**src/include/fo_params.svh**
```systemverilog
// What this block does
// - Pulse output is a square wave at the set frequency, high for half each period.
// - Without the fast option, setpoints from 0.1 Hz to 10,000 Hz are accepted.
// - With the fast option, setpoints from 0.1 Hz to 100,000 Hz are accepted.
// - Slow output accepts setpoints only up to 100 Hz, with or without the fast option.
// - Channel settings are written and read as parameter record number 128.
// - An echo bit shows whether the run request is present at the generator.
// - A rising run request sets the sequence-active flag.
// - While the run request stays 1, periods follow one another without a stop.
// - A falling run request aborts at once, clearing active flag and generator level.
// - After an abort no pulse appears until the next rising run request.
// - A new setpoint is taken only at the start of the next period.
// - A setpoint change never moves the falling edge or ratio of the current period.
// - Taking a new setpoint may wait up to 10 s when the old frequency was low.
// - With the owner select at 1 the generator drives the pulse output.
// - With the owner select at 0 the output follows the manual level bit.
// - On host halt the output goes to its configured halt behaviour.
// - Halt substitute level is 0 or 1; substitute mode and 0 are the defaults.
`ifndef FO_PARAMS_SVH
`define FO_PARAMS_SVH

`define FO_CLK_HZ    64'd100000000
`define FO_A_CTRL    5'h00
`define FO_A_SETP    5'h04
`define FO_A_RIDX    5'h08
`define FO_A_RDAT    5'h0c
`define FO_A_STS     5'h10
`define FO_A_HALF    5'h14
`define FO_REC_NUM   8'h80
`define FO_F_MIN     32'h3dcccccd
`define FO_F_100     32'h42c80000
`define FO_F_10K     32'h461c4000
`define FO_F_100K    32'h47c35000
`define FO_CFG_RST   4'h0
`define FO_HALF_RST  32'h1dcd6500
`define FO_MAN_BIAS  8'd150
`define FO_DIV_STEPS 7'd64
`define FO_MAX_APPLY_S 10

`endif

```
**src/include/fo_pkg.sv**
```systemverilog
package fo_pkg;

  typedef enum logic {FO_IDLE, FO_RUN} fo_state_t;

  typedef struct packed {
    logic manual;
    logic owner;
    logic run;
  } fo_ctrl_t;

  typedef struct packed {
    logic subst;
    logic cont;
    logic slow;
    logic fast;
  } fo_cfg_t;

  typedef struct packed {
    logic rec_err;
    logic pend;
    logic pin;
    logic active;
    logic echo;
  } fo_sts_t;

endpackage

```
**src/design/fo_half_div.sv**
```systemverilog
`timescale 1ns/10ps
`include "fo_params.svh"

module fo_half_div #(
  parameter int QW = 32
) (
  input  wire logic          clk,    // System clock
  input  wire logic          rstn,   // Async reset, active low
  input  wire logic          start,  // Start pulse
  input  wire logic [31:0]   sp,     // Clamped float setpoint in hertz
  output logic               busy,   // Division in progress
  output logic               done,   // Result ready pulse
  output logic [QW-1:0]      half    // Half period in clock cycles
);
  import fo_pkg::*;

  logic [63:0]   dvd_r, dvd_nxt;
  logic [24:0]   rem_r, rem_nxt;
  logic [23:0]   dvs_r, dvs_nxt;
  logic [6:0]    cnt_r, cnt_nxt;
  logic          busy_nxt, done_nxt;
  logic [QW-1:0] half_nxt;
  logic [24:0]   trial;
  logic [7:0]    shift;

  // --------------------------------------------------------------
  // Half period = (clock / 2) / f, restoring division
  // --------------------------------------------------------------
  always_comb begin
    dvd_nxt  = dvd_r;
    rem_nxt  = rem_r;
    dvs_nxt  = dvs_r;
    cnt_nxt  = cnt_r;
    busy_nxt = busy;
    done_nxt = 1'b0;
    half_nxt = half;
    shift    = `FO_MAN_BIAS - sp[30:23];
    trial    = {rem_r[23:0], dvd_r[63]};
    if (start) begin
      dvd_nxt  = (`FO_CLK_HZ >> 1) << shift[5:0];
      dvs_nxt  = {1'b1, sp[22:0]};
      rem_nxt  = '0;
      cnt_nxt  = `FO_DIV_STEPS;
      busy_nxt = 1'b1;
    end else if (busy) begin
      if (trial >= {1'b0, dvs_r}) begin
        rem_nxt = trial - {1'b0, dvs_r};
        dvd_nxt = {dvd_r[62:0], 1'b1};
      end else begin
        rem_nxt = trial;
        dvd_nxt = {dvd_r[62:0], 1'b0};
      end
      cnt_nxt = cnt_r - 7'd1;
      if (cnt_r == 7'd1) begin
        busy_nxt = 1'b0;
        done_nxt = 1'b1;
        half_nxt = (dvd_nxt[QW-1:0] == '0) ? QW'(1) : dvd_nxt[QW-1:0];
      end
    end
  end

  always_ff @(posedge clk or negedge rstn) begin
    if (!rstn) begin
      dvd_r <= '0;
      rem_r <= '0;
      dvs_r <= '0;
      cnt_r <= '0;
      busy  <= 1'b0;
      done  <= 1'b0;
      half  <= QW'(`FO_HALF_RST);
    end else begin
      dvd_r <= dvd_nxt;
      rem_r <= rem_nxt;
      dvs_r <= dvs_nxt;
      cnt_r <= cnt_nxt;
      busy  <= busy_nxt;
      done  <= done_nxt;
      half  <= half_nxt;
    end
  end

endmodule

```
**src/design/fo_freq_out.sv**
```systemverilog
`timescale 1ns/10ps
`include "fo_params.svh"

module fo_freq_out #(
  parameter int QW = 32
) (
  input  wire logic        clk,                  // System clock, 100 MHz
  input  wire logic        rstn,                 // Async reset, active low
  input  wire logic [4:0]  avs_address,          // Byte address
  input  wire logic        avs_read,             // Read request
  input  wire logic        avs_write,            // Write request
  input  wire logic [31:0] avs_writedata,        // Write data
  input  wire logic [3:0]  avs_byteenable,       // Byte lanes
  output logic [31:0]      avs_readdata,         // Read data
  output logic             avs_waitrequest,      // Stall
  input  wire logic        host_halt,            // Host in halt state
  output logic             pulse_output_pin,     // Pulse output
  output logic             sequence_active_flag, // Sequence running
  output logic             run_request_echo      // Run request seen
);
  import fo_pkg::*;

  // --------------------------------------------------------------
  // Declarations
  // --------------------------------------------------------------
  fo_ctrl_t      ctrl_r, ctrl_nxt;
  fo_cfg_t       cfg_r, cfg_nxt;
  fo_state_t     state_r, state_nxt;
  fo_sts_t       sts;
  logic [31:0]   setp_r, setp_nxt;
  logic [7:0]    ridx_r, ridx_nxt;
  logic          rec_err_r, rec_err_nxt;
  logic [31:0]   rdata_nxt;
  logic          wait_nxt;
  logic          req, acc;
  logic          run_prev_r;
  logic          lvl_r, lvl_nxt;
  logic          act_nxt, pin_nxt;
  logic [QW-1:0] cnt_r, cnt_nxt;
  logic [QW-1:0] cur_r, cur_nxt;
  logic [QW-1:0] new_r, new_nxt;
  logic          pend_r, pend_nxt;
  logic [31:0]   fmax, fclamp;
  logic [31:0]   last_r, last_nxt;
  logic          start_r, start_nxt;
  logic          div_busy, div_done;
  logic [QW-1:0] div_half;
  logic          load;

  function automatic logic [31:0] fo_merge(input logic [31:0] old_v,
                                           input logic [31:0] new_v,
                                           input logic [3:0]  be);
    logic [31:0] r;
    r = old_v;
    for (int i = 0; i < 4; i++) begin
      if (be[i]) begin
        r[8*i +: 8] = new_v[8*i +: 8];
      end
    end
    return r;
  endfunction

  // --------------------------------------------------------------
  // Avalon slave: one wait cycle, then the answer
  // --------------------------------------------------------------
  assign req = avs_read | avs_write;
  assign acc = req & ~avs_waitrequest;

  assign sts.rec_err = rec_err_r;
  assign sts.pend    = pend_r;
  assign sts.pin     = pulse_output_pin;
  assign sts.active  = sequence_active_flag;
  assign sts.echo    = run_request_echo;

  always_comb begin
    wait_nxt    = ~(req & avs_waitrequest);
    ctrl_nxt    = ctrl_r;
    setp_nxt    = setp_r;
    ridx_nxt    = ridx_r;
    cfg_nxt     = cfg_r;
    rec_err_nxt = rec_err_r;
    rdata_nxt   = avs_readdata;
    if (avs_read & avs_waitrequest) begin
      unique case (avs_address)
        `FO_A_CTRL: rdata_nxt = 32'(ctrl_r);
        `FO_A_SETP: rdata_nxt = setp_r;
        `FO_A_RIDX: rdata_nxt = 32'(ridx_r);
        `FO_A_RDAT: rdata_nxt = (ridx_r == `FO_REC_NUM) ? 32'(cfg_r) : 32'h0;
        `FO_A_STS:  rdata_nxt = 32'(sts);
        `FO_A_HALF: rdata_nxt = 32'(cur_r);
        default:    rdata_nxt = 32'h0;
      endcase
    end
    if (acc & avs_write) begin
      unique case (avs_address)
        `FO_A_CTRL: begin
          if (avs_byteenable[0]) begin
            ctrl_nxt = fo_ctrl_t'(avs_writedata[2:0]);
          end
        end
        `FO_A_SETP: setp_nxt = fo_merge(setp_r, avs_writedata, avs_byteenable);
        `FO_A_RIDX: begin
          if (avs_byteenable[0]) begin
            ridx_nxt    = avs_writedata[7:0];
            rec_err_nxt = 1'b0;
          end
        end
        `FO_A_RDAT: begin
          if (avs_byteenable[0] && ridx_r == `FO_REC_NUM) begin
            cfg_nxt = fo_cfg_t'(avs_writedata[3:0]);
          end
        end
        default: ;
      endcase
    end
    if (acc && avs_address == `FO_A_RDAT && ridx_r != `FO_REC_NUM) begin
      rec_err_nxt = 1'b1;
    end
  end

  always_ff @(posedge clk or negedge rstn) begin
    if (!rstn) begin
      avs_waitrequest <= 1'b1;
      avs_readdata    <= 32'h0;
      ctrl_r          <= '0;
      setp_r          <= 32'h0;
      ridx_r          <= 8'h0;
      cfg_r           <= fo_cfg_t'(`FO_CFG_RST);
      rec_err_r       <= 1'b0;
    end else begin
      avs_waitrequest <= wait_nxt;
      avs_readdata    <= rdata_nxt;
      ctrl_r          <= ctrl_nxt;
      setp_r          <= setp_nxt;
      ridx_r          <= ridx_nxt;
      cfg_r           <= cfg_nxt;
      rec_err_r       <= rec_err_nxt;
    end
  end

  // --------------------------------------------------------------
  // Setpoint range and half period calculation
  // --------------------------------------------------------------
  always_comb begin
    if (cfg_r.slow) begin
      fmax = `FO_F_100;
    end else if (cfg_r.fast) begin
      fmax = `FO_F_100K;
    end else begin
      fmax = `FO_F_10K;
    end
    if (setp_r[31] || setp_r < `FO_F_MIN) begin
      fclamp = `FO_F_MIN;
    end else if (setp_r > fmax) begin
      fclamp = fmax;
    end else begin
      fclamp = setp_r;
    end
    start_nxt = 1'b0;
    last_nxt  = last_r;
    if (!div_busy && !start_r && fclamp != last_r) begin
      start_nxt = 1'b1;
      last_nxt  = fclamp;
    end
  end

  fo_half_div #(
    .QW (QW)
  ) u_div (
    .clk   (clk),
    .rstn  (rstn),
    .start (start_r),
    .sp    (last_r),
    .busy  (div_busy),
    .done  (div_done),
    .half  (div_half)
  );

  // --------------------------------------------------------------
  // Square wave generator
  // --------------------------------------------------------------
  always_comb begin
    state_nxt = state_r;
    lvl_nxt   = lvl_r;
    cnt_nxt   = cnt_r;
    cur_nxt   = cur_r;
    load      = 1'b0;
    new_nxt   = div_done ? div_half : new_r;
    if (!ctrl_r.run) begin
      state_nxt = FO_IDLE;
      lvl_nxt   = 1'b0;
    end else if (!run_prev_r) begin
      state_nxt = FO_RUN;
      lvl_nxt   = 1'b1;
      load      = 1'b1;
    end else if (state_r == FO_RUN) begin
      if (cnt_r <= QW'(1)) begin
        lvl_nxt = ~lvl_r;
        if (!lvl_r) begin
          load = 1'b1;
        end else begin
          cnt_nxt = cur_r;
        end
      end else begin
        cnt_nxt = cnt_r - QW'(1);
      end
    end
    if (load) begin
      cur_nxt = new_r;
      cnt_nxt = new_r;
    end
    pend_nxt = div_done | (pend_r & ~load);
    act_nxt  = (state_nxt == FO_RUN);
    if (host_halt && !cfg_r.cont) begin
      pin_nxt = cfg_r.subst;
    end else if (ctrl_r.owner) begin
      pin_nxt = lvl_nxt;
    end else begin
      pin_nxt = ctrl_r.manual;
    end
  end

  always_ff @(posedge clk or negedge rstn) begin
    if (!rstn) begin
      state_r              <= FO_IDLE;
      lvl_r                <= 1'b0;
      cnt_r                <= '0;
      cur_r                <= QW'(`FO_HALF_RST);
      new_r                <= QW'(`FO_HALF_RST);
      pend_r               <= 1'b0;
      run_prev_r           <= 1'b0;
      last_r               <= 32'h0;
      start_r              <= 1'b0;
      pulse_output_pin     <= 1'b0;
      sequence_active_flag <= 1'b0;
      run_request_echo     <= 1'b0;
    end else begin
      state_r              <= state_nxt;
      lvl_r                <= lvl_nxt;
      cnt_r                <= cnt_nxt;
      cur_r                <= cur_nxt;
      new_r                <= new_nxt;
      pend_r               <= pend_nxt;
      run_prev_r           <= ctrl_r.run;
      last_r               <= last_nxt;
      start_r              <= start_nxt;
      pulse_output_pin     <= pin_nxt;
      sequence_active_flag <= act_nxt;
      run_request_echo     <= ctrl_r.run;
    end
  end
endmodule

```
**config.mk**
```make
export PLATFORM = sky130hd
export DESIGN_NAME = fo_freq_out
export DESIGN_NICKNAME = d
export VERILOG_FILES = /design/src/include/fo_pkg.sv /design/src/design/fo_half_div.sv /design/src/design/fo_freq_out.sv
export VERILOG_INCLUDE_DIRS = /design/src /design/src/include
export SDC_FILE = /design/constraint.sdc
export NUM_CORES = 1
export LEC_CHECK = 0
export ABC_CLOCK_PERIOD_IN_PS = 9700
export BUFFER_PORTS_ARGS = -buffer_cell sky130_fd_sc_hd__buf_2
export CORE_MARGIN = 4
export CORE_UTILIZATION = 40
export DETAILED_ROUTE_END_ITERATION = 12
export PLACE_DENSITY = 0.62
export SKIP_CTS_REPAIR_TIMING = 1
export SYNTH_ARGS = -nofsm -noshare
export SYNTH_HDL_FRONTEND = slang
export SYNTH_SLANG_ARGS = --single-unit
```
**constraint.sdc**
```tcl
create_clock -name clk -period 9.7 [get_ports clk]
set_input_delay 0.485 -clock clk [delete_from_list [all_inputs] [get_ports clk]]
set_output_delay 0.485 -clock clk [all_outputs]
set_load 0.02 [all_outputs]
```
==> metrics.md <==
| Metric | Value |
|---|---|
| Total design power | `4.60 mW` |
| DP HPWL | `39,100 um` |
| Cell count after synthesis | `2,069` |
| Synth area leaders | `dfrtp_1, nand2_1, mux2i_1` |
| Switching power | `1.46 mW` |
| RePlAce Congestion | `0.892` |
| Fin crit share | `0.564` |
| RSZ-0062 raised after global routing | `false` |
| DRT antenna net count | `0` |
| Num CTS Buffers | `42` |
| Filler cell count in the final layout | `4,707` |
| Post-synth EDFFs | `0` |
| Max clock buf depth | `3` |
| Inserted Diodes | `0` |
| Worst slack at placement | `4.29 ns` |
| Combinational Power Share | `0.259` |
| Grt total ovfl | `0` |
| Die area | `53,000 um2` |
| Worst-margin pin slew | `1.02 ns` |
| Mean Syn Cell Area | `9.55 um2` |
| Placed cell count | `2,721` |
| Fin worst setup slack | `4.23 ns` |
| Synthesized area | `19,800 um2` |
| DRT Pass-1 Iters | `5` |
| Top FF cell, synth | `dfrtp_1` |
| Max-Cap Viols | `0` |
| CP arrival | `5.92 ns` |
| Distinct cells, synth | `86` |
| Fin. max-slew vios | `0` |
| NumNets Final | `2,195` |
| H-tree levels | `2` |
| Layout cells sized above 1 | `0.151` |
| Post-Route Utilization | `0.452` |
| Pint | `3.14 mW` |
| Setup TNS | `0 ns` |
| LEAKAGE | `10.4 nW` |
| Later-pin clock latency in the skew report | `0.56 ns` |
| Final setup fails | `0` |
| Die Span X | `230 um` |
| Pwr dens | `209 nW/um2` |
| Top-count cell post-synth | `nand2_1` |
| Post-synthesis sequential area ratio | `0.469` |
| Startpoint type of the worst setup path | `register` |
| Final Non-Filler Cells | `2,797` |
| Clk pwr share | `0.337` |
| 1st-iter DRT viols | `1,313` |
| Fin. Hold Viols | `34` |
| Seq pwr share | `0.404` |
| Share of synthesized registers carrying an async set or reset | `1.00` |
| Row cnt | `81` |
| Worst slew margin | `0.320` |
| First-pass GRT wire length | `88,700 um` |
| Failing checks | `negative hold slack` |
| Core Area | `48,800 um2` |
| Total global-route track usage | `0.206` |
| Vias in the first global route | `15.3k` |
| CTS tree | `yes` |
| Routed WL | `55,300 um` |
| VDD IR max | `114 uV` |
| Initial antenna violation count | `0` |
| Final Critical Period | `5.47 ns` |
| Crit path kind | `register to register` |
| Initial Util | `0.405` |
| I/O Buffers | `81` |
| Io pins | `82` |
| Post-synth top area share | `0.415` |
| DR vias/cell | `5.62` |
| P&R area growth vs syn | `11.7%` |
| Yosys reg bits | `368` |
| Placed cell area | `20,700 um2` |
| CP Capture Type | `register` |
| Total nets after synthesis | `2,163` |
| Top cells by count, synth | `nand2_1, dfrtp_1, nor2_1` |
| Worst path required time | `10.15 ns` |
| Clk root buf | `clkbuf_16` |
| Vias | `15.7k` |
| Post-synth top area cell | `dfrtp_1` |
| # clock sinks | `368` |
| Tightest Hold Check Type | `input port to async pin` |
| Synth warn | `0` |
| Layout Skew | `0.0211 ns` |
| DR DRC count | `0` |
| Largest net degree at the start of global routing | `161` |
| Final Hold Slack | `-0.0379 ns` |
| CP Max Fanout | `78` |
| DIE HEIGHT | `230 um` |
| Clock-pin slew on the worst setup and hold paths | `0.06 ns` |
| Sw frac | `0.318` |
| Drt wl/cell | `19.8 um` |
| Fmax | `183 MHz` |
| Status | `complete, but fails checks` |
| Cell area after layout | `22,100 um2` |
-- per-layer routing --
metal,GRT usage,up-vias,wire [um]
met4,0.0605,0,1340
met5,0,-,0
li1,-,7434,-
met2,0.330,458,25500
met3,0.0284,91,2980
met1,0.293,7737,25400
-- worst max-delay path: stages (launching register included) --
cell and delay, ns:
dfrtp_1 0.42, or4_1 0.62, nor4_2 0.30, or4b_1 0.57, nand2b_1 0.21, or2_2 0.59
inv_1 0.62, ha_1 0.31, o21a_2 0.12, buf_4 0.58, o31ai_4 0.33, buf_4 0.33
mux2_2 0.30
-- layout by cell type, fill, tap and decap left out, drive strengths merged, types with 11 or more instances in the layout --
cell type  count
mux2i        129
ha            47
inv           87
clkbuf        69
o32ai         13
o22ai         56
xnor2         42
nand4         16
o211ai        12
o21ai        148
a21oi         89
xor2          20
nand3         23
a211oi        46
nand2b        15
mux2         101
nor3          36
nor4          26
nand2        365
nor2         146
a31oi         11
dfstp         40
dfrtp        328
buf          101
-- registers in the layout, summed over array words and instances, names as in the netlist, 3 cells and up --
signal        flops
avs_readdata     32
new_r            32
cfg_r             4
u_div.dvs_r      24
u_div.cnt_r       7
ctrl_r            3
setp_r           32
u_div.half       32
cur_r            32
ridx_r            8
last_r           32
u_div.rem_r      24
cnt_r            32
u_div.dvd_r      64
-- power groups by stage --
stage | Combinational, mW | Sequential (mW) | Clock, mW
after detailed placement | 1.18 | 1.88 | 0
after global routing | 1.34 | 1.88 | 1.67
after global placement | 1.16 | 1.88 | 0
after floorplan | 0.941 | 1.83 | 0
after CTS | 1.19 | 1.86 | 1.60
final | 1.19 | 1.86 | 1.55
-- cells by family (layout without fill, tap and decap cells) --
family,Yosys count,after routing,synth area share
AND/OR/NAND/NOR,684,684,0.153
XOR/XNOR,62,62,0.0279
AO/OA/AOI/OAI,477,477,0.155
buffers and inverters,199,263,0.0408
multiplexers,230,230,0.123
flip-flops,368,368,0.469
adder cells (fa/ha/maj),49,49,0.0313
-- worst paths after layout --
check | startpoint | endpoint | slack [ns] | depth (start not counted)
min | rstn | ridx_r[7]$_DFFE_PN0P_ | -0.04 | 1
max in group asynchronous | rstn | u_div.dvd_r[27]$_DFFE_PN0N_ | 8.36 | 2
min in group clk | avs_read | avs_waitrequest$_DFF_PN1_ | 0.13 | 2
min reg2reg | u_div.half[10]$_DFFE_PN1P_ | u_div.half[10]$_DFFE_PN1P_ | 0.46 | 2
max reg2reg | cnt_r[6]$_DFFE_PN0P_ | cnt_r[13]$_DFFE_PN0P_ | 4.23 | 12
max | cnt_r[6]$_DFFE_PN0P_ | cnt_r[13]$_DFFE_PN0P_ | 4.23 | 12
-- area by class of cell --
class | count | area [um2] | area share
Clock buffer | 69 | 1260 | 0.0573
Clock inverter | 7 | 76.3 | 0.00346
Inverter | 86 | 323 | 0.0146
Multi-Input combinational cell | 1502 | 9730 | 0.441
Sequential cell | 368 | 9270 | 0.420
Tap cell | 664 | 831 | 0.0377
Timing Repair Buffer | 101 | 578 | 0.0262
Power figures use the tool's default switching activity.
